==> src/verilog/i2c_host_map.svh <==
// constants for the control bus host
// How it works
// - host acknowledges read bytes wanting more
// - host ends read with not_acknowledge_bit, stop
// - transactions open start, close stop
// - host waits while scl held low
// - sending one, seeing zero loses arbitration
// - loser releases sda, retries when idle
// - remote access one direction at once
// - no repeated start during other's bit
// - no stop during other's bit
// - one channel direction active at once
// - mailbox register may pass channel control
`ifndef I2C_HOST_MAP_SVH
`define I2C_HOST_MAP_SVH
`define ADDR_BASE 7'h0c
`define ADDR_STEP 7'h02
`define MAILBOX_A 8'h18
`define MAILBOX_B 8'h19
`define QTR_NS 2500
`define CLK_NS 25
`define QTR_CYC ((`QTR_NS + `CLK_NS - 1) / `CLK_NS)
`endif

==> src/verilog/i2c_host_pkg.sv <==
// types for the control bus host
package i2c_host_pkg;
   typedef enum logic [3:0] {
      ST_IDLE, ST_START, ST_BIT, ST_ACK, ST_STOP, ST_WAIT_IDLE
   } phase_t;
   typedef struct packed {
      logic [1:0] rst_sync;
      logic [1:0] scl_s;
      logic [1:0] sda_s;
      logic sda_prev;
      logic scl_prev;
      logic bus_busy;
      phase_t phase;
      logic [1:0] quarter;
      logic [7:0] cnt;
      logic [3:0] bitn;
      logic [7:0] shift;
      logic [1:0] byte_idx;
      logic rnw;
      logic last;
      logic [7:0] rdata;
      logic scl_oe_n;
      logic sda_oe_n;
      logic done;
      logic ack_ok;
      logic lost;
      logic busy;
      logic [7:0] rdata_o;
   } host_st_t;
endpackage : i2c_host_pkg

==> src/verilog/i2c_host.sv <==
// i2c master that writes or reads one register of the serializer
`timescale 1ns/1ps
`default_nettype none
`include "i2c_host_map.svh"
module i2c_host (
   // clock and reset
   input wire logic mclk,
   input wire logic rst_n,
   // command port
   input wire logic go,
   input wire logic rnw,
   input wire logic [2:0] strap_level,
   input wire logic use_reg_addr,
   input wire logic [6:0] reg_addr,
   input wire logic [7:0] offset,
   input wire logic [7:0] wdata,
   output logic busy,
   output logic done,
   output logic ack_ok,
   output logic lost,
   output logic [7:0] rdata,
   // bus pins, open drain
   input wire logic scl_i,
   output logic scl_o,
   output logic scl_oe_n,
   input wire logic sda_i,
   output logic sda_o,
   output logic sda_oe_n
);
   i2c_host_pkg::host_st_t q, d;
   logic rst_l;
   logic [6:0] target;
   logic [7:0] cur_byte;
   logic scl_hi, sda_hi, stall, tick;

   assign rst_l = q.rst_sync[1];
   // strap level maps to even addresses in steps of two
   assign target = use_reg_addr ? reg_addr :
      (`ADDR_BASE + 7'(`ADDR_STEP * strap_level));
   assign scl_hi = q.scl_s[1];
   assign sda_hi = q.sda_s[1];
   // released clock still low: a stretch, so the quarter end is held
   assign stall = q.scl_oe_n && !scl_hi;
   assign tick = (q.cnt == 8'(`QTR_CYC - 1)) && !stall;

   always_comb
   begin
      d = q;
      d.rst_sync = {q.rst_sync[0], 1'b1};
      d.scl_s = {q.scl_s[0], scl_i};
      d.sda_s = {q.sda_s[0], sda_i};
      d.scl_prev = scl_hi;
      d.sda_prev = sda_hi;
      d.done = 1'b0;
      // every start and stop tracked, own ones too, so a retry waits for a stop
      if (scl_hi && q.scl_prev && q.sda_prev && !sda_hi)
         d.bus_busy = 1'b1;
      if (scl_hi && q.scl_prev && !q.sda_prev && sda_hi)
         d.bus_busy = 1'b0;
      unique case (q.byte_idx)
         2'd0: cur_byte = {target, 1'b0};
         2'd1: cur_byte = offset;
         2'd2: cur_byte = q.rnw ? {target, 1'b1} : wdata;
         default: cur_byte = 8'hff;
      endcase
      // start, bit, ack and stop actions run once per quarter, never again while stretched
      if (tick)
         d.cnt = 8'h00;
      else if (q.cnt != 8'(`QTR_CYC - 1))
         d.cnt = q.cnt + 8'h01;
      if (tick)
         d.quarter = q.quarter + 2'd1;
      unique case (q.phase)
         i2c_host_pkg::ST_IDLE:
         begin
            d.scl_oe_n = 1'b1;
            d.sda_oe_n = 1'b1;
            if (go && !q.bus_busy && scl_hi && sda_hi)
            begin
               d.rnw = rnw;
               d.byte_idx = 2'd0;
               d.busy = 1'b1;
               d.lost = 1'b0;
               d.ack_ok = 1'b1;
               d.quarter = 2'd0;
               d.cnt = 8'h00;
               d.phase = i2c_host_pkg::ST_START;
            end
         end
         i2c_host_pkg::ST_START:
            if (tick)
            begin
               unique case (q.quarter)
                  2'd0: d.sda_oe_n = 1'b1;
                  2'd1: d.scl_oe_n = 1'b1;
                  2'd2: d.sda_oe_n = 1'b0;
                  default:
                  begin
                     d.scl_oe_n = 1'b0;
                     d.bitn = 4'd7;
                     d.phase = i2c_host_pkg::ST_BIT;
                  end
               endcase
            end
         i2c_host_pkg::ST_BIT:
            if (tick)
            begin
               unique case (q.quarter)
                  2'd0: d.sda_oe_n = (q.rnw && q.byte_idx == 2'd3) ? 1'b1
                     : cur_byte[q.bitn[2:0]];
                  2'd1: d.scl_oe_n = 1'b1;
                  2'd2:
                  begin
                     if (!q.sda_oe_n == 1'b0 && q.sda_oe_n && !sda_hi
                        && !(q.rnw && q.byte_idx == 2'd3))
                     begin
                        // release both lines at once, retry later
                        d.lost = 1'b1;
                        d.sda_oe_n = 1'b1;
                        d.scl_oe_n = 1'b1;
                        d.phase = i2c_host_pkg::ST_WAIT_IDLE;
                     end
                     d.rdata = {q.rdata[6:0], sda_hi};
                  end
                  default:
                  begin
                     d.scl_oe_n = 1'b0;
                     if (q.bitn == 4'd0)
                        d.phase = i2c_host_pkg::ST_ACK;
                     else
                        d.bitn = q.bitn - 4'd1;
                  end
               endcase
            end
         i2c_host_pkg::ST_ACK:
            if (tick)
            begin
               unique case (q.quarter)
                  // read data: ack only when more wanted, one byte so not_acknowledge_bit
                  2'd0: d.sda_oe_n = 1'b1;
                  2'd1: d.scl_oe_n = 1'b1;
                  2'd2:
                     if (!(q.rnw && q.byte_idx == 2'd3) && sda_hi)
                        d.ack_ok = 1'b0;
                  default:
                  begin
                     d.scl_oe_n = 1'b0;
                     d.bitn = 4'd7;
                     if (!q.ack_ok || (sda_hi && !(q.rnw && q.byte_idx == 2'd3))
                        || q.byte_idx == 2'd3 || (!q.rnw && q.byte_idx == 2'd2))
                        d.phase = i2c_host_pkg::ST_STOP;
                     else if (q.rnw && q.byte_idx == 2'd1)
                     begin
                        d.byte_idx = 2'd2;
                        d.phase = i2c_host_pkg::ST_START;
                     end
                     else
                     begin
                        d.byte_idx = q.byte_idx + 2'd1;
                        d.phase = i2c_host_pkg::ST_BIT;
                     end
                     if (q.byte_idx == 2'd2 && q.rnw && q.ack_ok && !sda_hi)
                     begin
                        d.byte_idx = 2'd3;
                        d.phase = i2c_host_pkg::ST_BIT;
                     end
                  end
               endcase
            end
         i2c_host_pkg::ST_STOP:
            if (tick)
            begin
               unique case (q.quarter)
                  2'd0: d.sda_oe_n = 1'b0;
                  2'd1: d.scl_oe_n = 1'b1;
                  2'd2: d.sda_oe_n = 1'b1;
                  default:
                  begin
                     d.busy = 1'b0;
                     d.done = 1'b1;
                     d.rdata_o = q.rdata;
                     d.phase = i2c_host_pkg::ST_IDLE;
                  end
               endcase
            end
         i2c_host_pkg::ST_WAIT_IDLE:
         begin
            d.scl_oe_n = 1'b1;
            d.sda_oe_n = 1'b1;
            // retry the whole transaction once another master stops
            if (!q.bus_busy && scl_hi && sda_hi)
            begin
               d.quarter = 2'd0;
               d.cnt = 8'h00;
               d.byte_idx = 2'd0;
               d.phase = i2c_host_pkg::ST_START;
            end
         end
         default: d.phase = i2c_host_pkg::ST_IDLE;
      endcase
      if (!rst_l)
      begin
         d = '0;
         d.rst_sync = {q.rst_sync[0], 1'b1};
         d.scl_s = 2'b11;
         d.sda_s = 2'b11;
         d.scl_prev = 1'b1;
         d.sda_prev = 1'b1;
         d.scl_oe_n = 1'b1;
         d.sda_oe_n = 1'b1;
         d.phase = i2c_host_pkg::ST_IDLE;
      end
   end

   always_ff @(posedge mclk or negedge rst_n)
   begin
      if (!rst_n)
      begin
         q <= '0;
         q.scl_s <= 2'b11;
         q.sda_s <= 2'b11;
         q.scl_prev <= 1'b1;
         q.sda_prev <= 1'b1;
         q.scl_oe_n <= 1'b1;
         q.sda_oe_n <= 1'b1;
      end
      else
         q <= d;
   end

   // output data tied low: the line is only ever pulled low or released
   assign scl_o = 1'b0;
   assign sda_o = 1'b0;
   assign scl_oe_n = q.scl_oe_n;
   assign sda_oe_n = q.sda_oe_n;
   assign busy = q.busy;
   assign done = q.done;
   assign ack_ok = q.ack_ok;
   assign lost = q.lost;
   assign rdata = q.rdata_o;
endmodule : i2c_host
`default_nettype wire

==> config.mk <==
export PLATFORM = sky130hd
export DESIGN_NAME = i2c_host
export DESIGN_NICKNAME = d
export VERILOG_FILES = /design/src/verilog/i2c_host_pkg.sv /design/src/verilog/i2c_host.sv
export VERILOG_INCLUDE_DIRS = /design/src /design/src/verilog
export SDC_FILE = /design/constraint.sdc
export NUM_CORES = 1
export LEC_CHECK = 0
export BUFFER_PORTS_ARGS = -buffer_cell sky130_fd_sc_hd__buf_4
export CAP_MARGIN = 20
export CELL_PAD_IN_SITES_DETAIL_PLACEMENT = 0
export CELL_PAD_IN_SITES_GLOBAL_PLACEMENT = 1
export CORE_ASPECT_RATIO = 1.2
export CORE_MARGIN = 2
export CORE_UTILIZATION = 43
export CTS_CLUSTER_SIZE = 12
export DETAILED_ROUTE_END_ITERATION = 8
export PLACE_DENSITY = 0.82
export SKIP_CTS_REPAIR_TIMING = 1
export SLEW_MARGIN = 20
export SYNTH_ARGS = -nofsm -noshare
export SYNTH_HDL_FRONTEND = slang
export SYNTH_SLANG_ARGS = --single-unit
export TNS_END_PERCENT = 50
==> constraint.sdc <==
create_clock -name mclk -period 2.95 [get_ports mclk]
set_input_delay 0.1475 -clock mclk [delete_from_list [all_inputs] [get_ports mclk]]
set_output_delay 0.1475 -clock mclk [all_outputs]
set_load 0.03 [all_outputs]
Yosys cells after proc, flatten, opt, wreduce, memory -nomap -nowiden
Index checks and enable logic that the tools add are counted.
- register bits: 52
- bits in latches: 0
- bits in writable memories: 0
- ROM bits: 0
- input bits: 33
- word-level logic and storage cells: 205
- memories: 0
- add/sub/neg operators: 5
- multiply operators: 0
- divide/modulo/power cells: 0
- magnitude comparators: 1
- equal/unequal tests: 53
- shift-type cells: 0
- mux-type cells: 74
- bitwise operators: 0
- reduce and logical (&&, ||, !) cells: 52
- operator list (kind ; number):
    2-to-1 mux 59 bit ; 1
    2-to-1 mux 4 bit ; 14
    2-to-1 mux 8 bit ; 6
    != test 3 bit (second input constant) ; 16
    2-to-1 mux 14 bit ; 2
    case mux 4 bit (6 select lines) ; 1
    case mux 8 bit (3 select lines) ; 1
    2-to-1 mux 2 bit ; 11
    logical AND 1 bit ; 21
    case mux 10 bit (2 select lines) ; 1
    2-to-1 mux 9 bit ; 2
    != test 3 x 2 -> 1 bit (second input constant) ; 6
    case mux 4 bit (2 select lines) ; 2
    2-to-1 mux 1 bit ; 15
    2-to-1 mux 3 bit ; 5
    case mux 1 bit (2 select lines) ; 7
    != test 2 x 1 -> 1 bit (second input constant) ; 6
    != test 3 x 1 -> 1 bit (second input constant) ; 4
    != test 4 x 2 -> 1 bit (second input constant) ; 3
    AND reduction 12 bit ; 1
    AND reduction 6 bit ; 2
    2-to-1 mux 10 bit ; 1
    case mux 2 bit (5 select lines) ; 1
    AND reduction 10 bit ; 1
    other kinds (32) ; 55

Longest topological paths before layout
Gate-level depths: netlist of run 1.
- depth after elaboration: 13
- gate-level depth with buffers: 9

Worst setup path before layout of run 1
OpenSTA, ideal clock, no wires.
- kind: reg2reg
- start: reg q[34] in the netlist's numbering
- end: reg q[37] in the netlist's numbering
- arrival time: 2.019 ns
- required time: 2.828 ns
- setup slack: 0.809 ns
- stages on the path, launching flop included: 10
- buffers on the path: 1
- cell sequence: dfrtp_1 clkbuf_1 inv_1 ha_1 or3b_2 a31oi_1 o21ai_0 nand2_1 o21ai_0 a32o_1
- longest elaborated chain between the ends: 6
- elaborated cells between the ends (all ways): 9
- those cells by class: add/sub (1); eq/ne (1); mux (5); reduce/logical (2)
- RTL lines (item ; RTL line ; source):
    start, declared ; i2c_host.sv:30 ; i2c_host_pkg::host_st_t q, d;
    subtractor 4 x 1 -> 4 bit ; i2c_host.sv:131 ; d.bitn = q.bitn - 4'd1;
    2-to-1 mux 4 bit ; i2c_host.sv:128 ; if (q.bitn == 4'd0)
    2-to-1 mux 4 bit ; i2c_host.sv:108 ; unique case (q.quarter)
    2-to-1 mux 4 bit ; i2c_host.sv:106 ; if (tick)
    case mux 4 bit (2 select lines) ; i2c_host.sv:73 ; unique case (q.phase)
    2-to-1 mux 59 bit ; i2c_host.sv:201 ; if (!rst_l)
Several ways; a longest one is shown, not always the timed one. The select of a mux whose other input is x is not followed.
A chain may end at the register's enable or synchronous reset.

Final worst setup path of run 1
- start: reg q[46] in the netlist's numbering
- end: reg q[49] in the netlist's numbering
- longest elaborated chain between the ends: 6
- elaborated cells between the ends (all ways): 16
- those cells by class: eq/ne (8); mux (4); reduce/logical (4)
- RTL lines (item ; RTL line):
    equality test 2 x 1 -> 1 bit / zero test 2 bit (equally long branches) ; -
    OR reduction 2 bit (no line) ; -
    case mux 4 bit (2 select lines) ; i2c_host.sv:108
    2-to-1 mux 4 bit ; i2c_host.sv:106
    case mux 4 bit (6 select lines) ; i2c_host.sv:73
    2-to-1 mux 59 bit ; i2c_host.sv:201
Several ways; a longest one is shown, not always the timed one. The select of a mux whose other input is x is not followed.

==> results of run 1 <==
[routing by layer]
| layer | part of all wire, % | vias up |
|---|---|---|
| met3 | 5.8 | 12 |
| met2 | 49 | 95 |
| met4 | 1.8 | 0 |
| met1 | 44 | 1331 |
| met5 | 0 | - |
| li1 | - | 1341 |
[cells by family after synthesis]
logic type	share of synthesized area (%)
compound gates	20.8
other cells	0.235
simple gates	23.5
fa+ha+maj	5.00
mux	1.56
buf+inv	6.61
flops	40.2
xor+xnor	2.19
[Yosys cell counts (2+ instances only)]
library cell  number  area, um^2
a21boi_0          10        75.1
a21oi_1           15        75.1
a221o_1            2        20.0
a221oi_1           5        43.8
a22o_1             2        17.5
a22oi_1            2        15.0
a31oi_1            9        56.3
a32o_1             2        20.0
and2_1             4        25.0
and3_1             2        12.5
buf_2              4        20.0
buf_4             10        75.1
clkbuf_1          13        48.8
conb_1             2        7.51
dfrtp_1           43        1080
dfstp_2            8         210
ha_1              12         150
inv_1             13        48.8
mux2i_1            5        50.1
nand2_1           59         221
nand2b_1          12        75.1
nand3_1           18        90.1
nand3b_1           3        22.5
nand4_1            3        18.8
nor2_1            22        82.6
nor2b_1            7        43.8
nor3_1             8        40.0
o2111ai_1          2        17.5
o211ai_1           4        30.0
o21a_1             2        15.0
o21ai_0           21         105
o21ai_1            2        10.0
o31ai_1            2        15.0
o41ai_1            2        17.5
or2_2              3        18.8
xnor2_1            4        35.0
xor2_1             4        35.0
[power by group]
group	total, mW	internal [mW]	switching (mW)
logic	0.724	0.308	0.416
clock network	0.420	0.171	0.248
registers	0.887	0.775	0.112
[final cells by class]
| class | instances | area (um^2) |
|---|---|---|
| sequential | 51 | 1290 |
| clock buffer | 6 | 72.6 |
| multi-input combinational | 275 | 1710 |
| clock inverter | 2 | 16.3 |
| timing repair buffer | 50 | 378 |
| inverter | 13 | 48.8 |
| fill | 743 | 3610 |
| tap | 90 | 113 |
[worst reg2reg max path, stage by stage (launching register included)]
cell and delay (ps):
dfrtp_1 450, inv_1 110, ha_1 390, nor4b_1 470, a31oi_1 100, o311a_1 360
a211oi_4 330, o21ai_2 100, a22o_1 230
[path summary, 6_finish.rpt]
| kind | to | start | cells after the start | slack (ps) |
|---|---|---|---|---|
| min | q[57] | scl_i | 2 | 20 |
| max reg2reg | q[49] | q[46] | 8 | 310 |
| min reg2reg | q[60] | q[59] | 0 | 360 |
| min in group asynchronous | q[23] | rst_n | 2 | 400 |
| max | q[49] | q[46] | 8 | 310 |
| max in group asynchronous | q[49] | rst_n | 2 | 2110 |
[state kept, by name, indices dropped and copies added, names as in the netlist]
register / flops
lost: 1
q: 37
sda_oe_n: 1
scl_oe_n: 1
done: 1
rdata: 8
ack_ok: 1
busy: 1
[placed cells by master, fill, tap and decap left out, drive strengths merged, types with 3 or more instances in the layout]
cell type	netlist	layout
nand2	59	59
buf	16	49
dfrtp	43	43
o21ai	24	24
nor2	22	22
nand3	19	19
a21oi	15	15
inv	13	14
nand2b	12	12
ha	12	12
a21boi	10	10
a31oi	9	9
nor3	9	9
dfstp	8	8
nor2b	7	7
clkbuf	13	6
mux2i	5	5
a221oi	5	5
and2	4	4
xnor2	4	4
xor2	4	4
o211ai	4	4
nand3b	3	3
or2	3	3
nand4	3	3
conb	2	3
and3	3	3
==> flow_metrics.env, run 1 <==
export IMPL_status="completed"
export IMPL_finalPower_mw=2.03
export IMPL_dp_hpwl_mm=5.31
export IMPL_drt_pass1_iter_count=5
export IMPL_cts_tree="built"
export IMPL_vias_per_cell=5.71
export IMPL_grt_pass1_wl_mm=12.9
export IMPL_final_antenna_net_count=0
export IMPL_synth_seq_cells=51
export IMPL_dp_cells=478
export IMPL_vias=2779
export IMPL_rsz0062_at_grt="no"
export IMPL_layout_nets=441
export IMPL_grt_max_degree=52
export IMPL_cp_slowest_cell="nor4b_1"
export IMPL_ys_seq_area_share_pct=40.2
export IMPL_gp_congestion=0.808
export IMPL_synth_flop_cell="dfrtp_1"
export IMPL_max_slew_worst_pin_slew_ps=655
export IMPL_cts_htree_levels=2
export IMPL_slew_violations=0
export IMPL_leakagePower_nw=1.56
export IMPL_grt_usage_pct=19.9
export IMPL_syn2layout_area_growth_pct=13.1
export IMPL_maxSlewHeadroom_pct=56.3
export IMPL_wl_per_cell_um=15.5
export IMPL_place_area_um2=3520
export IMPL_grt_overflow_total=0
export IMPL_max_freq_mhz=378
export IMPL_globalRoute_busiestLayer="met2"
export IMPL_dieArea_um2=8150
export IMPL_setup_violations=0
export IMPL_core_um2=7230
export IMPL_port_buffers=46
export IMPL_die_h_um=98.5
export IMPL_cp_cell_sequence="inv_1, ha_1, nor4b_1, a31oi_1, o311a_1, a211oi_4, o21ai_2, a22o_1"
export IMPL_hold_viol=0
export IMPL_use_met2_pct=33.9
export IMPL_clkSinkCount=51
export IMPL_fin_ws_ps=307
export IMPL_die_x_um=82.8
export IMPL_drv_cap=0
export IMPL_post_place_ws_ps=469
export IMPL_yosysUniqueCellTypes=63
export IMPL_setup_tns_final_ps=0
export IMPL_rows=34
export IMPL_drt_initial_drc_count=259
export IMPL_final_util_pct=50.1
export IMPL_antenna_found_initial=0
export IMPL_criticalPathCategory="flip-flop to flip-flop"
export IMPL_worst_path_buf_inv=1
export IMPL_grt_pass1_vias=2693
export IMPL_fin_crit_ps=2640
export IMPL_grtUsageMet1_pct=25.6
export IMPL_boundaryPins=49
export IMPL_finClkSkew_ps=4.39
export IMPL_drive_gt1_share_pct=19.1
export IMPL_synth_edf_count=0
export IMPL_critPathLaunchType="flip-flop"
export IMPL_ir_worst_vdd_v=0.000259
export IMPL_synth_area_um2=3200
export IMPL_ys_warn_count=0
export IMPL_async_flop_share_pct=100
export IMPL_cts_buffer_depth=2
export IMPL_netlist_instances=367
export IMPL_powerDensity_nw_per_um2=561
export IMPL_fin_crit_sh_pct=89.6
export IMPL_crit_arrival_ps=2850
export IMPL_cp_required_ps=3150
export IMPL_worst_path_max_fanout=12
export IMPL_max_stage_delay_ps=470
export IMPL_cts_root_buf="clkbuf_8"
export IMPL_finalNonFillerCells=487
export IMPL_start_util_pct=44.3
export IMPL_syn_area_per_cell_um2=8.72
export IMPL_cp_end_kind="flip-flop"
export IMPL_drt_drc_violations_left=0
export IMPL_whs_ps=24.4
export IMPL_use_met3_pct=3.02
export IMPL_cts_buffers_inserted=5
export IMPL_hp_class="input port to flip-flop"
export IMPL_n_antenna_cell=0
export IMPL_clkTransAtPathRegs_ps=100
export IMPL_design_area_um2=3620
export IMPL_clk_latency_ps=300
export IMPL_postRouteWirelength_mm=7.57
export IMPL_crit_family="compound AO/OA/AOI/OAI gates"
(Power assumes the default switching activity.)
==> run 2: changes to the inputs <==
--- a/config.mk
+++ b/config.mk
@@ -6,17 +6,19 @@
 export SDC_FILE = /design/constraint.sdc
 export NUM_CORES = 1
 export LEC_CHECK = 0
+export ABC_AREA = 1
 export BUFFER_PORTS_ARGS = -buffer_cell sky130_fd_sc_hd__buf_4
 export CAP_MARGIN = 20
 export CELL_PAD_IN_SITES_DETAIL_PLACEMENT = 0
 export CELL_PAD_IN_SITES_GLOBAL_PLACEMENT = 1
 export CORE_ASPECT_RATIO = 1.2
 export CORE_MARGIN = 2
-export CORE_UTILIZATION = 43
+export CORE_UTILIZATION = 42
 export CTS_CLUSTER_SIZE = 12
 export DETAILED_ROUTE_END_ITERATION = 8
-export PLACE_DENSITY = 0.82
+export PLACE_DENSITY = 0.83
 export SKIP_CTS_REPAIR_TIMING = 1
+export SKIP_LAST_GASP = 1
 export SLEW_MARGIN = 20
 export SYNTH_ARGS = -nofsm -noshare
 export SYNTH_HDL_FRONTEND = slang
==> run 2 against run 1 <==
Via count grew 1.5%. Combinational power grew 21%. Maximum frequency grew 33%. Sequential power shrank 2%. Utilization shrank 0.14 points. Worst hold slack gained 6.8 ps. Clock skew grew 1.8 ps. Synthesized cell count grew 13%. Final area grew 0.31%. Wire length shrank 0.61%.
==> flow_metrics.env, run 2 <==
export IMPL_status="completed"
export IMPL_gp_congestion=0.973
export IMPL_drt_pass1_iter_count=4
export IMPL_layout_nets=495
export IMPL_powerDensity_nw_per_um2=625
export IMPL_r2r_slack_ps=960
export IMPL_whs_ps=31.3
export IMPL_drive_gt1_share_pct=21.7
export IMPL_vias_per_cell=5.21
export IMPL_max_freq_mhz=504
export IMPL_dieArea_um2=8240
export IMPL_critPathLaunchType="flip-flop"
export IMPL_drt_drc_violations_left=0
export IMPL_slew_violations=0
export IMPL_final_cell_mix="nand2_1, buf_4, nand3_1, dfrtp_1, inv_1"
export IMPL_cts_buffers_inserted=5
export IMPL_finalNonFillerCells=541
export IMPL_finClkSkew_ps=6.23
export IMPL_boundaryPins=49
export IMPL_whs_path_depth=2
export IMPL_hp_start="sda_i"
export IMPL_grt_overflow_total=0
export IMPL_syn2layout_area_growth_pct=14.9
export IMPL_netlist_instances=415
export IMPL_clkSinkCount=51
export IMPL_synth_area_um2=3160
export IMPL_fin_crit_ps=1990
export IMPL_synth_seq_cells=51
export IMPL_criticalPathCategory="flip-flop to flip-flop"
export IMPL_place_area_um2=3500
export IMPL_grt_max_degree=52
export IMPL_fin_crit_sh_pct=67.3
export IMPL_cp_required_ps=3130
export IMPL_synth_most_common_cell="nand2_1"
export IMPL_clkTransAtPathRegs_ps=90
export IMPL_dp_cells=532
export IMPL_design_area_um2=3630
export IMPL_maxSlewHeadroom_pct=56.4
export IMPL_r2r_end="rdata[3]"
export IMPL_crit_arrival_ps=2170
export IMPL_max_slew_worst_pin_slew_ps=655
export IMPL_cts_tree="built"
export IMPL_synthTopCellsByArea="dfrtp_1, nand2_1, nand3_1"
export IMPL_rows=34
export IMPL_cts_buffer_depth=2
export IMPL_worst_path_max_fanout=11
export IMPL_die_x_um=83.2
export IMPL_clk_latency_ps=310
export IMPL_async_flop_share_pct=100
export IMPL_rr_startpoint="q[38]"
export IMPL_hp_class="input port to flip-flop"
export IMPL_dp_hpwl_mm=5.57
export IMPL_rsz0062_at_grt="no"
export IMPL_yosysTopAreaCellShare_pct=34.0
export IMPL_syn_area_per_cell_um2=7.62
export IMPL_regMostFlops="q"
export IMPL_ys_seq_area_share_pct=40.7
export IMPL_hold_viol=0
export IMPL_grt_pass1_vias=2668
export IMPL_drt_initial_drc_count=172
export IMPL_cp_end_kind="flip-flop"
export IMPL_setup_violations=0
export IMPL_mostFrequentLayoutCell="nand2_1"
export IMPL_synth_edf_count=0
export IMPL_n_antenna_cell=0
export IMPL_port_buffers=46
export IMPL_final_antenna_net_count=0
export IMPL_ir_worst_vdd_v=0.000312
export IMPL_start_util_pct=43.4
export IMPL_wl_per_cell_um=13.9
export IMPL_yosysUniqueCellTypes=41
export IMPL_cts_htree_levels=2
export IMPL_grt_usage_pct=18.7
export IMPL_yosys_area_top_type="dfrtp_1"
export IMPL_vias=2820
export IMPL_cts_root_buf="clkbuf_8"
export IMPL_grt_pass1_wl_mm=12.5
export IMPL_die_h_um=99.0
export IMPL_setup_tns_final_ps=0
export IMPL_antenna_found_initial=0
export IMPL_synth_common_cells="nand2_1, nand3_1, dfrtp_1, inv_1, o21ai_0"
export IMPL_postRouteWirelength_mm=7.52
export IMPL_ff2ff_path_depth=8
export IMPL_core_um2=7270
export IMPL_ys_warn_count=0
export IMPL_largest_reg_flops=37
export IMPL_hold_end="q[55]"
export IMPL_leakagePower_nw=1.76
export IMPL_synth_flop_cell="dfrtp_1"
export IMPL_drv_cap=0
## run 2: cell types whose count changed after synthesis, moves of 10 or more
cell,change
nand2b_1,-12
nand3_1,+27
inv_2,+12
inv_1,+29
a21boi_0,-10
nand2_1,+27
o21ai_1,+11
## run 2: layer usage
metal  share of wire (%)  wire length, um  global-route usage, %  up-vias
li1                    -                -                      -     1429
met1                  44             3310                   24.3     1290
met2                  48             3620                   31.8       89
met3                 5.6              420                   2.76       12
met4                 2.2              167                   6.68        0
met5                   0                0                      0        -
## run 2: worst max-delay path: stages, from the launching register on
cell     delay, ps
dfrtp_1        410
ha_1           220
nand2_2         90
nor3_4         170
nand3_2        250
nor2_2         260
nand2_1        240
nand3_1        130
o21ai_0         90
## run 2: per-stage QoR
stage                     util [%]  power, mW  worst slack (ps)
after CTS                     49.8       2.28               944
final                         49.9       2.27               965
after global placement        48.1       1.74               987
after detailed placement      48.1       1.75               974
after floorplan                  -       1.51              1270
after global routing          49.9       2.44               695
## run 2: cells by family after synthesis
group,Yosys count,synth area share [%]
adder cells (fa/ha/maj),12,4.75
AND/OR/NAND/NOR,196,29.3
other,2,0.238
XOR/XNOR,5,1.39
buffers and inverters,75,10.5
flip-flops,51,40.7
AO/OA/AOI/OAI,74,13.2
## run 2: worst max-delay path by stage
| stage | startpoint | end | cells past startpoint | slack (ps) |
|---|---|---|---|---|
| floorplan | q[24] | q[24] | 9 | 1270 |
| global placement | q[24] | q[24] | 9 | 990 |
| detailed placement | q[38] | rdata[5] | 8 | 970 |
| CTS | q[38] | rdata[5] | 8 | 940 |
| global route | q[24] | q[24] | 9 | 690 |
| finish | q[38] | rdata[3] | 8 | 960 |
## run 2: area by class of cell
cell class | instances | area (um^2)
Clock buffer | 6 | 82.6
Clock inverter | 2 | 38.8
Fill cell | 726 | 3640
Inverter | 54 | 203
Multi-Input combinational cell | 290 | 1550
Sequential cell | 51 | 1290
Tap cell | 90 | 113
Timing Repair Buffer | 48 | 363
## run 2: report_power, final
| group | switching, mW | internal, mW | leakage, nW |
|---|---|---|---|
| Clock | 0.246 | 0.279 | 0.0618 |
| Combinational | 0.562 | 0.313 | 1.04 |
| Sequential | 0.0776 | 0.791 | 0.666 |
